[src/occ_pkg.sv]
// package: register map, field layout and encodings for the oscillator control block
package occ_pkg;
    // register byte addresses (word aligned)
    localparam logic [3:0] OCC_ADDR_CTRL  = 4'h0;
    localparam logic [3:0] OCC_ADDR_CTRL2 = 4'h4;
    localparam logic [3:0] OCC_ADDR_TUNE  = 4'h8;
    localparam logic [3:0] OCC_ADDR_STAT  = 4'hc;
    // main control field positions
    localparam int OCC_IDLE_BIT  = 7;
    localparam int OCC_INTERNAL_FREQ_SELECT_LSB  = 4;
    localparam int OCC_STARTUP_TIMER_DONE_FLAG_BIT  = 3;
    localparam int OCC_HFS_BIT   = 2;
    localparam int OCC_SCS_LSB   = 0;
    // second control field positions
    localparam int OCC_SRUN_BIT  = 6;
    localparam int OCC_SDRV_BIT  = 4;
    localparam int OCC_SGO_BIT   = 3;
    localparam int OCC_MFS_BIT   = 1;
    localparam int OCC_MSEL_BIT  = 0;
    // tuning field positions
    localparam int OCC_LSRC_BIT  = 7;
    localparam int OCC_PLL_BIT   = 6;
    // reset values
    localparam logic [2:0] OCC_INTERNAL_FREQ_SELECT_RST = 3'h6;
    localparam logic [1:0] OCC_SCS_RST  = 2'h0;
    localparam logic       OCC_SDRV_RST = 1'b1;
    // frequency select codes
    localparam logic [2:0] OCC_F16M  = 3'h7;
    localparam logic [2:0] OCC_F8M   = 3'h6;
    localparam logic [2:0] OCC_F4M   = 3'h5;
    localparam logic [2:0] OCC_F2M   = 3'h4;
    localparam logic [2:0] OCC_F1M   = 3'h3;
    localparam logic [2:0] OCC_F500K = 3'h2;
    localparam logic [2:0] OCC_F250K = 3'h1;
    // secondary mode config: digital clock input
    localparam logic [1:0] OCC_SMODE_DIG = 2'h2;
    // clock source choice
    typedef enum logic [1:0] {
        OCC_SRC_PRI = 2'b00,
        OCC_SRC_SEC = 2'b01,
        OCC_SRC_INT = 2'b11
    } occ_src_t;
    // internal clock path choice (binary, fed to divider/mux)
    typedef enum logic [3:0] {
        OCC_P_HF1 = 4'h0, OCC_P_HF2 = 4'h1, OCC_P_HF4 = 4'h2, OCC_P_HF8 = 4'h3,
        OCC_P_HF16 = 4'h4, OCC_P_HF32 = 4'h5, OCC_P_HF64 = 4'h6, OCC_P_HF512 = 4'h7,
        OCC_P_MF1 = 4'h8, OCC_P_MF2 = 4'h9, OCC_P_MF16 = 4'ha, OCC_P_LF = 4'hb
    } occ_path_t;
    // switch sequencer states, gray along the path
    typedef enum logic [1:0] {
        OCC_SW_IDLE = 2'b00,
        OCC_SW_OLD  = 2'b01,
        OCC_SW_NEW  = 2'b11
    } occ_sw_t;
    // glitch-free pause lengths in cycles of old and new source
    localparam logic [2:0] OCC_OLD_CYC = 3'h2;
    localparam logic [2:0] OCC_NEW_CYC = 3'h4;
endpackage

[src/occ_top.sv]
// oscillator control registers with Avalon-MM slave and clock source selection logic
// Behaviour
// - sleep enters idle if idle bit set
// - codes 111..011 pick fast oscillator divisions
// - substitute off: 010/001/000 fast dividers or slow
// - substitute on: medium oscillator paths or slow
// - frequency select write switches immediately if internal
// - source select: 1x internal, 01 secondary, 00 primary
// - source select write starts immediate switch
// - startup flag: timer done and primary running
// - startup flag set for the first cycle after reset, two-speed config ignored
// - fast oscillator stable flag read-only
// - secondary run flag when secondary clocks system
// - drive bit forces high power, not digital
// - keep-alive bit runs secondary, not digital
// - medium oscillator stable flag read-only
// - substitute gives 500k/250k/31k from medium
// - low-source bit picks fast/512 or slow
// - tuning bit 6 enables multiplier, reset 0
// - trim is signed six-bit, centre zero
// - unimplemented second-control bits read zero
// - reset clears source select to primary
// - multiplier on internal primary only at 4/8/16M
// - switch pauses two old plus new cycles
//
// Chosen here: the Avalon-MM slave port and the register offsets.
`timescale 1ns/1ps
module occ_top
    import occ_pkg::*;
#(
    parameter int TRIM_W = 6              // trim field width
)
(
    input  wire logic              CLK,
    input  wire logic              RST_B,
    // Avalon-MM slave
    input  wire logic [3:0]        AVS_ADDRESS,
    input  wire logic              AVS_READ,
    input  wire logic              AVS_WRITE,
    input  wire logic [31:0]       AVS_WRITEDATA,
    input  wire logic [3:0]        AVS_BYTEENABLE,
    output logic [31:0]            AVS_READDATA,
    output logic                   AVS_WAITREQUEST,
    // configuration and oscillator status inputs (asynchronous)
    input  wire logic              TWO_SPEED_STARTUP_ENABLE,
    input  wire logic              INT_IS_PRIMARY,
    input  wire logic [1:0]        SECONDARY_MODE_CONFIG,
    input  wire logic              SECONDARY_REQUEST,
    input  wire logic              STARTUP_TIMER_DONE,
    input  wire logic              FAST_STABLE,
    input  wire logic              MEDIUM_STABLE,
    input  wire logic              SECONDARY_READY,
    input  wire logic              SLEEP_EXEC,
    input  wire logic              OLD_CLK_TICK,
    input  wire logic              NEW_CLK_TICK,
    // control outputs
    output logic                   IDLE_MODE,
    output logic                   SLEEP_MODE,
    output logic [1:0]             CLOCK_SOURCE,
    output logic [3:0]             INTERNAL_PATH,
    output logic                   CLOCK_GATE,
    output logic                   SECONDARY_ENABLE,
    output logic                   SECONDARY_HIGH_POWER,
    output logic                   MULTIPLIER_ON,
    output logic [TRIM_W-1:0]      FAST_RC_TRIM
);

    localparam int NSYNC = 9;             // synchronised inputs

    // whole state of the block
    typedef struct packed {
        logic [NSYNC-1:0] s1;             // sync stage 1
        logic [NSYNC-1:0] s2;             // sync stage 2
        logic [NSYNC-1:0] s3;             // sync stage 3
        logic [NSYNC-1:0] filt;           // agreed input values
        logic             cfg_ok;         // set on first cycle after release
        logic             idle_sel;       // idle_on_sleep_select
        logic [2:0]       ifs;            // internal_freq_select
        logic [1:0]       system_clock_source_select;            // system_clock_source_select
        logic             startup_timer_done_flag;           // startup_timer_done_flag
        logic             sdrv;           // secondary_drive_force_high
        logic             sgo;            // secondary_keep_alive
        logic             msel;           // medium_oscillator_substitute
        logic             lsrc;           // low_freq_source_select
        logic             pll;            // multiplier_loop_enable
        logic [TRIM_W-1:0] trim;          // fast_rc_trim
        occ_sw_t          sw;             // switch sequencer
        logic [2:0]       cnt;            // pause counter
        logic [1:0]       src;            // active source
        logic [3:0]       path;           // active internal path
        logic             gate;           // device clock enable
        logic             idle_o;
        logic             sleep_o;
        logic             sen;
        logic             shp;
        logic             mul;
        logic [31:0]      rdata;
        logic             wait_o;
    } occ_state_t;

    occ_state_t st_reg;                   // registered state
    occ_state_t st_next;                  // next state

    logic [NSYNC-1:0] raw;                // inputs gathered for sync
    logic [NSYNC-1:0] f;                  // filtered view
    logic             acc;                // access accepted this cycle
    logic [7:0]       ctrl_rd;            // read views
    logic [7:0]       ctrl2_rd;
    logic [7:0]       tune_rd;
    logic             sec_dig;            // secondary in digital input mode
    occ_path_t        want_path;          // decoded internal path

    assign raw = {NEW_CLK_TICK, OLD_CLK_TICK, SLEEP_EXEC, SECONDARY_READY,
                  MEDIUM_STABLE, FAST_STABLE, STARTUP_TIMER_DONE,
                  SECONDARY_REQUEST, TWO_SPEED_STARTUP_ENABLE};
    assign f       = st_reg.filt;
    assign sec_dig = (SECONDARY_MODE_CONFIG == OCC_SMODE_DIG);

    // decode of the frequency select into a divider path
    always_comb
    begin
        case (st_reg.ifs)
            OCC_F16M:  want_path = OCC_P_HF1;
            OCC_F8M:   want_path = OCC_P_HF2;
            OCC_F4M:   want_path = OCC_P_HF4;
            OCC_F2M:   want_path = OCC_P_HF8;
            OCC_F1M:   want_path = OCC_P_HF16;
            OCC_F500K: want_path = st_reg.msel ? OCC_P_MF1 : OCC_P_HF32;
            OCC_F250K: want_path = st_reg.msel ? OCC_P_MF2 : OCC_P_HF64;
            default:
            begin
                // slowest setting: dedicated slow oscillator or a divided one
                if (!st_reg.lsrc)
                    want_path = OCC_P_LF;
                else if (st_reg.msel)
                    want_path = OCC_P_MF16;
                else
                    want_path = OCC_P_HF512;
            end
        endcase
    end

    // register read views; status bits come from hardware only
    always_comb
    begin
        ctrl_rd = 8'h00;
        ctrl_rd[OCC_IDLE_BIT]               = st_reg.idle_sel;
        ctrl_rd[OCC_INTERNAL_FREQ_SELECT_LSB +: 3]          = st_reg.ifs;
        ctrl_rd[OCC_STARTUP_TIMER_DONE_FLAG_BIT]               = st_reg.startup_timer_done_flag;
        ctrl_rd[OCC_HFS_BIT]                = f[3];
        ctrl_rd[OCC_SCS_LSB +: 2]           = st_reg.system_clock_source_select;
        ctrl2_rd = 8'h00;
        ctrl2_rd[OCC_SRUN_BIT] = (st_reg.src == OCC_SRC_SEC) && !st_reg.gate ? 1'b0
                                 : (st_reg.src == OCC_SRC_SEC);
        ctrl2_rd[OCC_SDRV_BIT] = st_reg.sdrv;
        ctrl2_rd[OCC_SGO_BIT]  = st_reg.sgo;
        ctrl2_rd[OCC_MFS_BIT]  = f[4];
        ctrl2_rd[OCC_MSEL_BIT] = st_reg.msel;
        tune_rd = {st_reg.lsrc, st_reg.pll, st_reg.trim};
    end

    assign acc = (AVS_READ || AVS_WRITE) && st_reg.wait_o;

    // next-state logic
    always_comb
    begin
        st_next = st_reg;
        // three-stage sync, change taken when stages 2 and 3 agree
        st_next.s1 = raw;
        st_next.s2 = st_reg.s1;
        st_next.s3 = st_reg.s2;
        for (int i = 0; i < NSYNC; i++)
        begin
            if (st_reg.s2[i] == st_reg.s3[i])
                st_next.filt[i] = st_reg.s3[i];
        end

        // strap stage 3 read once after reset release, while it still holds zero
        if (!st_reg.cfg_ok)
        begin
            st_next.cfg_ok = (st_reg.s2[0] == st_reg.s3[0]);
            st_next.startup_timer_done_flag   = st_reg.s3[0] ? 1'b0 : 1'b1;
        end
        else
            st_next.startup_timer_done_flag = f[2] && (st_reg.src == OCC_SRC_PRI)
                           && st_reg.gate;

        // bus: one wait cycle, answer on the second
        st_next.wait_o = 1'b1;
        if (acc)
        begin
            st_next.wait_o = 1'b0;
            st_next.rdata  = 32'h0000_0000;
            if (AVS_ADDRESS == OCC_ADDR_CTRL)
            begin
                st_next.rdata[7:0] = ctrl_rd;
                if (AVS_WRITE && AVS_BYTEENABLE[0])
                begin
                    // startup_timer_done_flag and stable bits are not writable
                    st_next.idle_sel = AVS_WRITEDATA[OCC_IDLE_BIT];
                    st_next.ifs      = AVS_WRITEDATA[OCC_INTERNAL_FREQ_SELECT_LSB +: 3];
                    st_next.system_clock_source_select      = AVS_WRITEDATA[OCC_SCS_LSB +: 2];
                end
            end
            else if (AVS_ADDRESS == OCC_ADDR_CTRL2)
            begin
                st_next.rdata[7:0] = ctrl2_rd;
                if (AVS_WRITE && AVS_BYTEENABLE[0])
                begin
                    st_next.sdrv = AVS_WRITEDATA[OCC_SDRV_BIT];
                    st_next.sgo  = AVS_WRITEDATA[OCC_SGO_BIT];
                    st_next.msel = AVS_WRITEDATA[OCC_MSEL_BIT];
                end
            end
            else if (AVS_ADDRESS == OCC_ADDR_TUNE)
            begin
                st_next.rdata[7:0] = tune_rd;
                if (AVS_WRITE && AVS_BYTEENABLE[0])
                begin
                    st_next.lsrc = AVS_WRITEDATA[OCC_LSRC_BIT];
                    st_next.pll  = AVS_WRITEDATA[OCC_PLL_BIT];
                    st_next.trim = AVS_WRITEDATA[TRIM_W-1:0];
                end
            end
            else if (AVS_ADDRESS == OCC_ADDR_STAT)
                st_next.rdata[3:0] = {st_reg.gate, st_reg.sw == OCC_SW_IDLE,
                                      st_reg.src};
            // unmapped addresses read zero, writes dropped
        end

        // internal divider changes at once while internal clocks device
        if (st_reg.src == OCC_SRC_INT || (st_reg.src == OCC_SRC_PRI && INT_IS_PRIMARY))
            st_next.path = want_path;

        // glitch-free source switch sequencer
        case (st_reg.sw)
            OCC_SW_IDLE:
            begin
                if (st_reg.system_clock_source_select[1] ? (st_reg.src != OCC_SRC_INT)
                                  : (st_reg.src != {1'b0, st_reg.system_clock_source_select[0]}))
                begin
                    st_next.sw   = OCC_SW_OLD;
                    st_next.cnt  = 3'h0;
                    st_next.gate = 1'b0;
                end
            end
            OCC_SW_OLD:
            begin
                // two edges of the outgoing clock
                if (f[7])
                    st_next.cnt = st_reg.cnt + 3'h1;
                if (st_reg.cnt == OCC_OLD_CYC)
                begin
                    st_next.sw  = OCC_SW_NEW;
                    st_next.cnt = 3'h0;
                    st_next.src = st_reg.system_clock_source_select[1] ? OCC_SRC_INT
                                                : {1'b0, st_reg.system_clock_source_select[0]};
                end
            end
            OCC_SW_NEW:
            begin
                // new source ticks counted; a secondary source only once ready
                if (f[8] && (st_reg.src != OCC_SRC_SEC || f[5]))
                    st_next.cnt = st_reg.cnt + 3'h1;
                if (st_reg.cnt == OCC_NEW_CYC)
                begin
                    st_next.sw   = OCC_SW_IDLE;
                    st_next.gate = 1'b1;
                end
            end
            default:
                st_next.sw = OCC_SW_IDLE;
        endcase

        // sleep instruction outcome
        st_next.idle_o  = f[6] && st_reg.idle_sel;
        st_next.sleep_o = f[6] && !st_reg.idle_sel;

        // secondary oscillator run and drive
        // keep-alive has no say in digital input mode; requests still count
        st_next.sen = (st_reg.sgo && !sec_dig) || f[1]
                      || (st_reg.src == OCC_SRC_SEC);
        st_next.shp = !sec_dig && (st_reg.sdrv || SECONDARY_MODE_CONFIG[0]);

        // multiplier gating for internal primary
        if (INT_IS_PRIMARY)
            st_next.mul = st_reg.pll && (st_reg.ifs == OCC_F16M ||
                          st_reg.ifs == OCC_F8M || st_reg.ifs == OCC_F4M);
        else
            st_next.mul = st_reg.pll;
    end

    // state register; reset clears the source select
    always_ff @(posedge CLK or negedge RST_B)
    begin
        if (!RST_B)
        begin
            st_reg        <= '0;
            st_reg.ifs    <= OCC_INTERNAL_FREQ_SELECT_RST;
            st_reg.system_clock_source_select    <= OCC_SCS_RST;
            st_reg.sdrv   <= OCC_SDRV_RST;
            st_reg.sw     <= OCC_SW_IDLE;
            st_reg.src    <= OCC_SRC_PRI;
            st_reg.gate   <= 1'b1;
            st_reg.wait_o <= 1'b1;
        end
        else
            st_reg <= st_next;
    end

    // outputs straight from flops
    assign AVS_READDATA         = st_reg.rdata;
    assign AVS_WAITREQUEST      = st_reg.wait_o;
    assign IDLE_MODE            = st_reg.idle_o;
    assign SLEEP_MODE           = st_reg.sleep_o;
    assign CLOCK_SOURCE         = st_reg.src;
    assign INTERNAL_PATH        = st_reg.path;
    assign CLOCK_GATE           = st_reg.gate;
    assign SECONDARY_ENABLE     = st_reg.sen;
    assign SECONDARY_HIGH_POWER = st_reg.shp;
    assign MULTIPLIER_ON        = st_reg.mul;
    assign FAST_RC_TRIM         = st_reg.trim;

endmodule

[config.mk]
export PLATFORM = sky130hd
export DESIGN_NAME = occ_top
export DESIGN_NICKNAME = d
export VERILOG_FILES = /design/src/occ_pkg.sv /design/src/occ_top.sv
export SDC_FILE = /design/constraint.sdc
export NUM_CORES = 1
export LEC_CHECK = 0
export ABC_AREA = 1
export BUFFER_PORTS_ARGS = -buffer_cell sky130_fd_sc_hd__buf_2
export CAP_MARGIN = 10
export CORE_MARGIN = 10
export CORE_UTILIZATION = 55
export CTS_CLUSTER_SIZE = 28
export DETAILED_ROUTE_END_ITERATION = 10
export PLACE_DENSITY = 0.84
export SYNTH_ARGS = -nofsm -noshare
export SYNTH_HDL_FRONTEND = slang
export SYNTH_SLANG_ARGS = --single-unit
[constraint.sdc]
create_clock -name CLK -period 2.8 [get_ports CLK]
set_input_delay 0.28 -clock CLK [delete_from_list [all_inputs] [get_ports CLK]]
set_output_delay 0.28 -clock CLK [all_outputs]
set_load 0.02 [all_outputs]
==> results of run 1 <==
-- stage by stage --
stage	std cells	hold WS, ns	worst slack (ns)
final	496	0.0237	1.04
after global routing	496	0.0104	0.824
after CTS	496	0.0156	1.04
after detailed placement	480	0.335	1.05
after global placement	480	0.332	1.09
after floorplan	397	-0.0156	1.41
-- power by group --
group          internal, mW  switching (mW)  leakage (nW)  total (mW)
sequential             1.34           0.139         0.969        1.47
clock                 0.368           0.394        0.0894       0.762
combinational         0.255           0.529         0.961       0.785
total                  1.96            1.06          2.02        3.02
-- synth_stat cells (2+ instances only) --
cell	instances	share of area, %
ha_1	3	1.0
a21oi_1	2	0.28
nor2_1	27	2.8
dfrtp_1	75	52
o21ai_1	4	0.56
nand2_2	2	0.35
o21ai_0	18	2.5
o21ai_2	10	2.4
buf_6	2	0.63
maj3_1	8	2.2
buf_2	2	0.28
nand3_2	2	0.56
nand3_1	14	2.0
nand2_1	97	10
buf_4	45	9.4
nand4_1	12	2.1
dfstp_2	5	3.7
inv_1	33	3.5
-- per-layer routing --
metal	track usage, %	part of all wire (%)
met1	17.2	44
met2	19.9	44
met5	0	0
met4	9.02	3.7
met3	4.87	8.4
-- final timing paths --
kind	slack, ns	from	endpoint
min in group asynchronous	0.07	RST_B	st_next[95]$_DFF_PN0_
worst min-delay path	0.02	SLEEP_EXEC	st_next[93]$_DFF_PN0_
max in group asynchronous	2.13	RST_B	st_next[89]$_DFF_PN0_
worst min register to register	0.35	st_next[94]$_DFF_PN0_	st_next[85]$_DFF_PN0_
worst max-delay path	1.04	AVS_WAITREQUEST$_DFF_PN1_	AVS_READDATA[5]$_DFFE_PN0N_
worst max register to register	1.04	AVS_WAITREQUEST$_DFF_PN1_	AVS_READDATA[5]$_DFFE_PN0N_
-- final cells by class --
type / count / area, sq um
tap: 77 / 96.3
inverter: 35 / 134
clock buffer: 13 / 159
sequential: 80 / 2010
multi-input combinational: 233 / 1150
clock inverter: 3 / 17.5
timing repair buffer: 55 / 278
fill: 518 / 2500
-- kinds of logic after synthesis --
kind of cell,after synthesis,share of synthesized area [%]
buf+inv,84,14.1
flops,80,56.1
other cells,1,0.105
compound gates,39,6.89
simple gates,159,19.5
fa+ha+maj,11,3.29
-- cells in the final DEF (no fill, tap or decap), drive strengths merged --
cell type    n
o21a         1
ha           3
o21ai       32
a21boi       1
a21oi        3
clkbuf      13
maj3         8
nor2        30
nand3       16
dfrtp       75
clkinvlp     1
o211ai       1
nand4       12
nand3b       1
buf         55
clkinv       2
a22oi        1
conb        24
dfstp        5
inv         35
nand2      100
-- worst reg2reg max path, stage by stage (launching register included) --
cell	delay, ns
dfstp_2	0.53
inv_1	0.09
nor2_1	0.64
inv_1	0.22
nand2_1	0.11
nand2_1	0.06
==> results.md, run 1 <==
- Status: completed
- Final-stage net count: 473
- Arrival time worst endpoint: 2.00 ns
- Minimum clock period after layout: 1.76 ns
- Hold path depth: 1
- Area of the mapped netlist: 0.00358 sq mm
- DIE AREA: 0.0101 sq mm
- Avg WL per Cell: 13.6 um
- Post-synthesis async set-or-reset flop share: 100%
- CTS tree: built
- Clock latency on the worst-skew pair: 0.35 ns
- Area Overhead vs Synth: 7.44%
- Initial Utilization: 56.4%
- RePlAce Congestion: 0.883
- Final antenna diode count: 0
- Area after DPL: 0.00367 sq mm
- RSZ-0062 raised after global routing: no
- Die H: 101 um
- Synthesized area per cell: 9.57 sq um
- Resized cells post-CTS: 0
- Root buf cell: clkbuf_8
- Initial DRT Pass Iterations: 4
- Die Wd: 101 um
- DRC Markers: 0
- Total Wirelength: 6.77 mm
- 1st-iter DRT viols: 169
- CTS Sinks: 80
- EDFF count, synth: 0
- Max FFs per register: 18
- R2R cell count: 5
- FP Rows: 29
- Hold Crit Class: primary input to flip-flop
- Peak VDD IR: 391 uV
- Total GRT Usage: 13.8%
- Final Skew: 0.00884 ns
- Final hold violation count: 0
- Final period util: 62.9%
- Pleak: 2.02 nW
- Initial antenna violation count: 0
- Crit path max fanout: 13
- WP buf/inv: 2
- Register area share after synthesis: 56.1%
- Crit-path max cell delay: 0.64 ns
- DP HPWL: 5.13 mm
- CP top delay family: simple AND/OR/NAND/NOR gates
- Clk pin slew, worst setup/hold paths: 0.08 ns
- Count of different cell masters after synthesis: 31
- Critical Path RT: 3.04 ns
- Worst Setup Start Kind: flip-flop
- Post-CTS setup buffers: 0
- First-pass GRT wire length: 11.2 mm
- H-tree Lvls: 3
- Remaining antenna violation count after routing: 0
- Worst-path cell chain: inv_1 > nor2_1 > inv_1 > nand2_1 > nand2_1
- Max-cap violations: 0
- Syn. warnings: 0
- Core area: 0.00635 sq mm
- Post-route design area: 0.00385 sq mm
- Share of layout cells above drive strength 1: 22.7%
- Total grt overflow: 0
- Mapped Cells: 374
- Final core utilization: 60.6%
- PortBufs: 55
- Number of synthesized register bits: 80
- Final slew viol count: 0
- WP depth: 5
- Number of CTS-inserted buffers: 9
- I/O pins: 107
- Slowest CP cell: nor2_1
- CP endpoint kind: flip-flop
- Setup CP Type: flip-flop to flip-flop
- Vias in the first global route: 2380
- Vias per cell: 4.88
- Deepest clock path buffer count: 2
- Routed via count: 2421
- Pwr Total: 3.02 mW
- Largest net degree at the start of global routing: 81
- Top FF cell, synth: dfrtp_1
- Peak Freq: 0.568 GHz
- TNS Setup: 0 ns
- Worst slew margin: 37.4%
- Endpoints failing setup: 0
- Hold Buf Count CTS: 0
- Slew @ Worst Pin: 0.938 ns
- PD cells: 785 mW/mm^2
(Power assumes the default switching activity.)
==> run 2: changes to the inputs <==
--- a/config.mk
+++ b/config.mk
@@ -9,10 +9,10 @@
 export BUFFER_PORTS_ARGS = -buffer_cell sky130_fd_sc_hd__buf_2
 export CAP_MARGIN = 10
 export CORE_MARGIN = 10
-export CORE_UTILIZATION = 55
+export CORE_UTILIZATION = 51
 export CTS_CLUSTER_SIZE = 28
 export DETAILED_ROUTE_END_ITERATION = 10
-export PLACE_DENSITY = 0.84
+export PLACE_DENSITY = 0.79
 export SYNTH_ARGS = -nofsm -noshare
 export SYNTH_HDL_FRONTEND = slang
 export SYNTH_SLANG_ARGS = --single-unit
==> constraint.sdc (replaced) <==
create_clock -name CLK -period 1.85 [get_ports CLK]
set_input_delay 0.185 -clock CLK [delete_from_list [all_inputs] [get_ports CLK]]
set_output_delay 0.185 -clock CLK [all_outputs]
set_load 0.02 [all_outputs]
==> results.md, run 2 (synthesis gave the netlist of run 1 again) <==
- Crit path max fanout: 5 (was 13)
- CTS Sinks: 80 (unchanged)
- Most frequent cells in the layout: 97 x nand2_1, 75 x dfrtp_1, 54 x buf_2 (unchanged)
- RSZ-0062 raised after global routing: no (unchanged)
- Status: completed (unchanged)
- Final-stage net count: 488 (was 473)
- Root buf cell: clkbuf_8 (unchanged)
- Core area: 0.00679 sq mm (was 0.00635 sq mm)
- Final period util: 76.3% (was 62.9%)
- Post-route design area: 0.00407 sq mm (was 0.00385 sq mm)
- Pleak: 2.11 nW (was 2.02 nW)
- Hold path depth: 2 (was 1)
- Area Overhead vs Synth: 13.7% (was 7.44%)
- Largest net degree at the start of global routing: 42 (was 81)
- DIE AREA: 0.0108 sq mm (was 0.0101 sq mm)
- Total Wirelength: 7.24 mm (was 6.77 mm)
- FP Rows: 30 (was 29)
- DP HPWL: 5.43 mm (was 5.13 mm)
- Remaining antenna violation count after routing: 0 (unchanged)
- Final antenna diode count: 0 (unchanged)
- First-pass GRT wire length: 12.2 mm (was 11.2 mm)
- PortBufs: 55 (unchanged)
- Endpoints failing setup: 0 (unchanged)
- Hold Crit Class: primary input to flip-flop (unchanged)
- Reg2Reg Setup Slack: 0.44 ns (was 1.04 ns)
- 1st-iter DRT viols: 158 (was 169)
- I/O pins: 107 (unchanged)
- H-tree Lvls: 3 (unchanged)
- Leading cell type in the layout, fill and taps excluded: nand2_1 (unchanged)
- Share of layout cells above drive strength 1: 23.0% (was 22.7%)
- Max-cap violations: 0 (unchanged)
- Vias in the first global route: 2585 (was 2380)
- Post-CTS setup buffers: 0 (unchanged)
- DRC Markers: 0 (unchanged)
- Worst Setup Start Kind: flip-flop (unchanged)
- Dpl cells: 504 (was 480)
- RePlAce Congestion: 0.902 (was 0.883)
- Clock latency on the worst-skew pair: 0.35 ns (about the same)
- CTS tree: built (unchanged)
- Fillers: 566 (was 518)
- TNS Setup: 0 ns (unchanged)
- Number of CTS-inserted buffers: 9 (unchanged)
- Final slew viol count: 0 (unchanged)
- Routed via count: 2522 (was 2421)
- Register Area: 0.00201 sq mm (unchanged)
- Initial Utilization: 52.7% (was 56.4%)
- Initial antenna violation count: 0 (unchanged)
- Max FFs per register: 18 (unchanged)
- Vias per cell: 4.76 (was 4.88)
- Total grt overflow: 0 (unchanged)
- Die Wd: 104 um (was 101 um)
- Final Skew: 0.0104 ns (was 0.00884 ns)
- Layout Cells excl Fill: 530 (was 496)
- Clk pin slew, worst setup/hold paths: 0.08 ns (about the same)
- Die H: 104 um (was 101 um)
- Total GRT Usage: 13.7% (was 13.8%)
- CP endpoint kind: flip-flop (unchanged)
- Peak Freq: 0.709 GHz (was 0.568 GHz)
- Peak VDD IR: 670 uV (was 391 uV)
- Setup CP Type: flip-flop to flip-flop (unchanged)
- Area after DPL: 0.00373 sq mm (was 0.00367 sq mm)
- Multi-input gate area: 0.00115 sq mm (unchanged)
- Avg WL per Cell: 13.7 um (was 13.6 um)
- Final hold violation count: 0 (unchanged)
- Minimum clock period after layout: 1.41 ns (was 1.76 ns)
- Critical Path RT: 2.10 ns (was 3.04 ns)
- Arrival time worst endpoint: 1.66 ns (was 2.00 ns)
- Initial DRT Pass Iterations: 5 (was 4)
- R2R cell count: 7 (was 5)
- PD cells: 1220 mW/mm^2 (was 785 mW/mm^2)
- Deepest clock path buffer count: 2 (unchanged)
-- run 2: cell count changes in the layout (fill, tap and decap cells not counted), sizes merged --
cell | before | now
buf | 55 | 60
bufinv | 0 | 3
clkbuf | 13 | 11
clkinv | 2 | 1
dlygate4sd3 | 0 | 10
-- run 2: report_power, final --
part	switching (mW)	leakage, nW	internal (mW)	total [mW]
Combinational	0.837	1.03	0.411	1.25
Clock	0.596	0.114	0.900	1.50
Sequential	0.218	0.969	2.02	2.24
-- run 2: repair_timing --
action                     in CTS  in global routing
resized for setup               0                  0
hold buffers                   10                  0
hold endpoints to repair       44                  0
setup endpoints to repair       0                  0
-- run 2: worst paths after layout --
kind | from | end
worst max-delay path | st_reg[49]$_DFFE_PN0P_ | CLOCK_GATE$_DFFE_PN1P_
worst min-delay path | SECONDARY_MODE_CONFIG[0] | SECONDARY_HIGH_POWER$_DFF_PN0_
worst max register to register | st_reg[49]$_DFFE_PN0P_ | CLOCK_GATE$_DFFE_PN1P_
worst min register to register | st_next[95]$_DFF_PN0_ | st_next[86]$_DFF_PN0_
max in group asynchronous | RST_B | AVS_WAITREQUEST$_DFF_PN1_
min in group asynchronous | RST_B | st_next[86]$_DFF_PN0_
-- run 2: per-stage QoR --
step / worst slack (ns) / hold slack [ns] / utilization [%] / total power [mW]
2_1_floorplan: 0.460 / -0.111 / - / 3.24
3_3_place_gp: 0.525 / 0.183 / 54.9 / 3.42
3_5_place_dp: 0.482 / 0.188 / 54.9 / 3.48
4_1_cts: 0.451 / 0.0640 / 59.9 / 5.02
5_1_grt: 0.322 / 0.0645 / 59.9 / 5.29
6_report: 0.439 / 0.0701 / 59.9 / 4.98
-- run 2: cell type report --
type / count / share of cell area (%)
inverter: 35 / 3.29
multi-input combinational: 233 / 28.4
clock buffer: 11 / 3.23
timing repair buffer: 70 / 10.2
tap: 96 / 2.95
clock inverter: 5 / 2.61
sequential: 80 / 49.4
-- run 2: per-layer routing --
| metal | vias to the layer above | track usage (%) | part of all wire [%] |
|---|---|---|---|
| met4 | 0 | 6.36 | 2.1 |
| li1 | 1235 | - | - |
| met2 | 114 | 21.5 | 47 |
| met5 | - | 0 | 0 |
| met1 | 1161 | 16.5 | 43 |
| met3 | 12 | 5.02 | 7.8 |
-- run 2: worst max-delay path: stages (launching register included) --
cell and delay [ns]:
dfrtp_1 0.44, nor2_1 0.25, nand2_1 0.08, nor2_1 0.15, nand2_1 0.16, nand2_1 0.09
nand2_1 0.05, o21ai_0 0.10
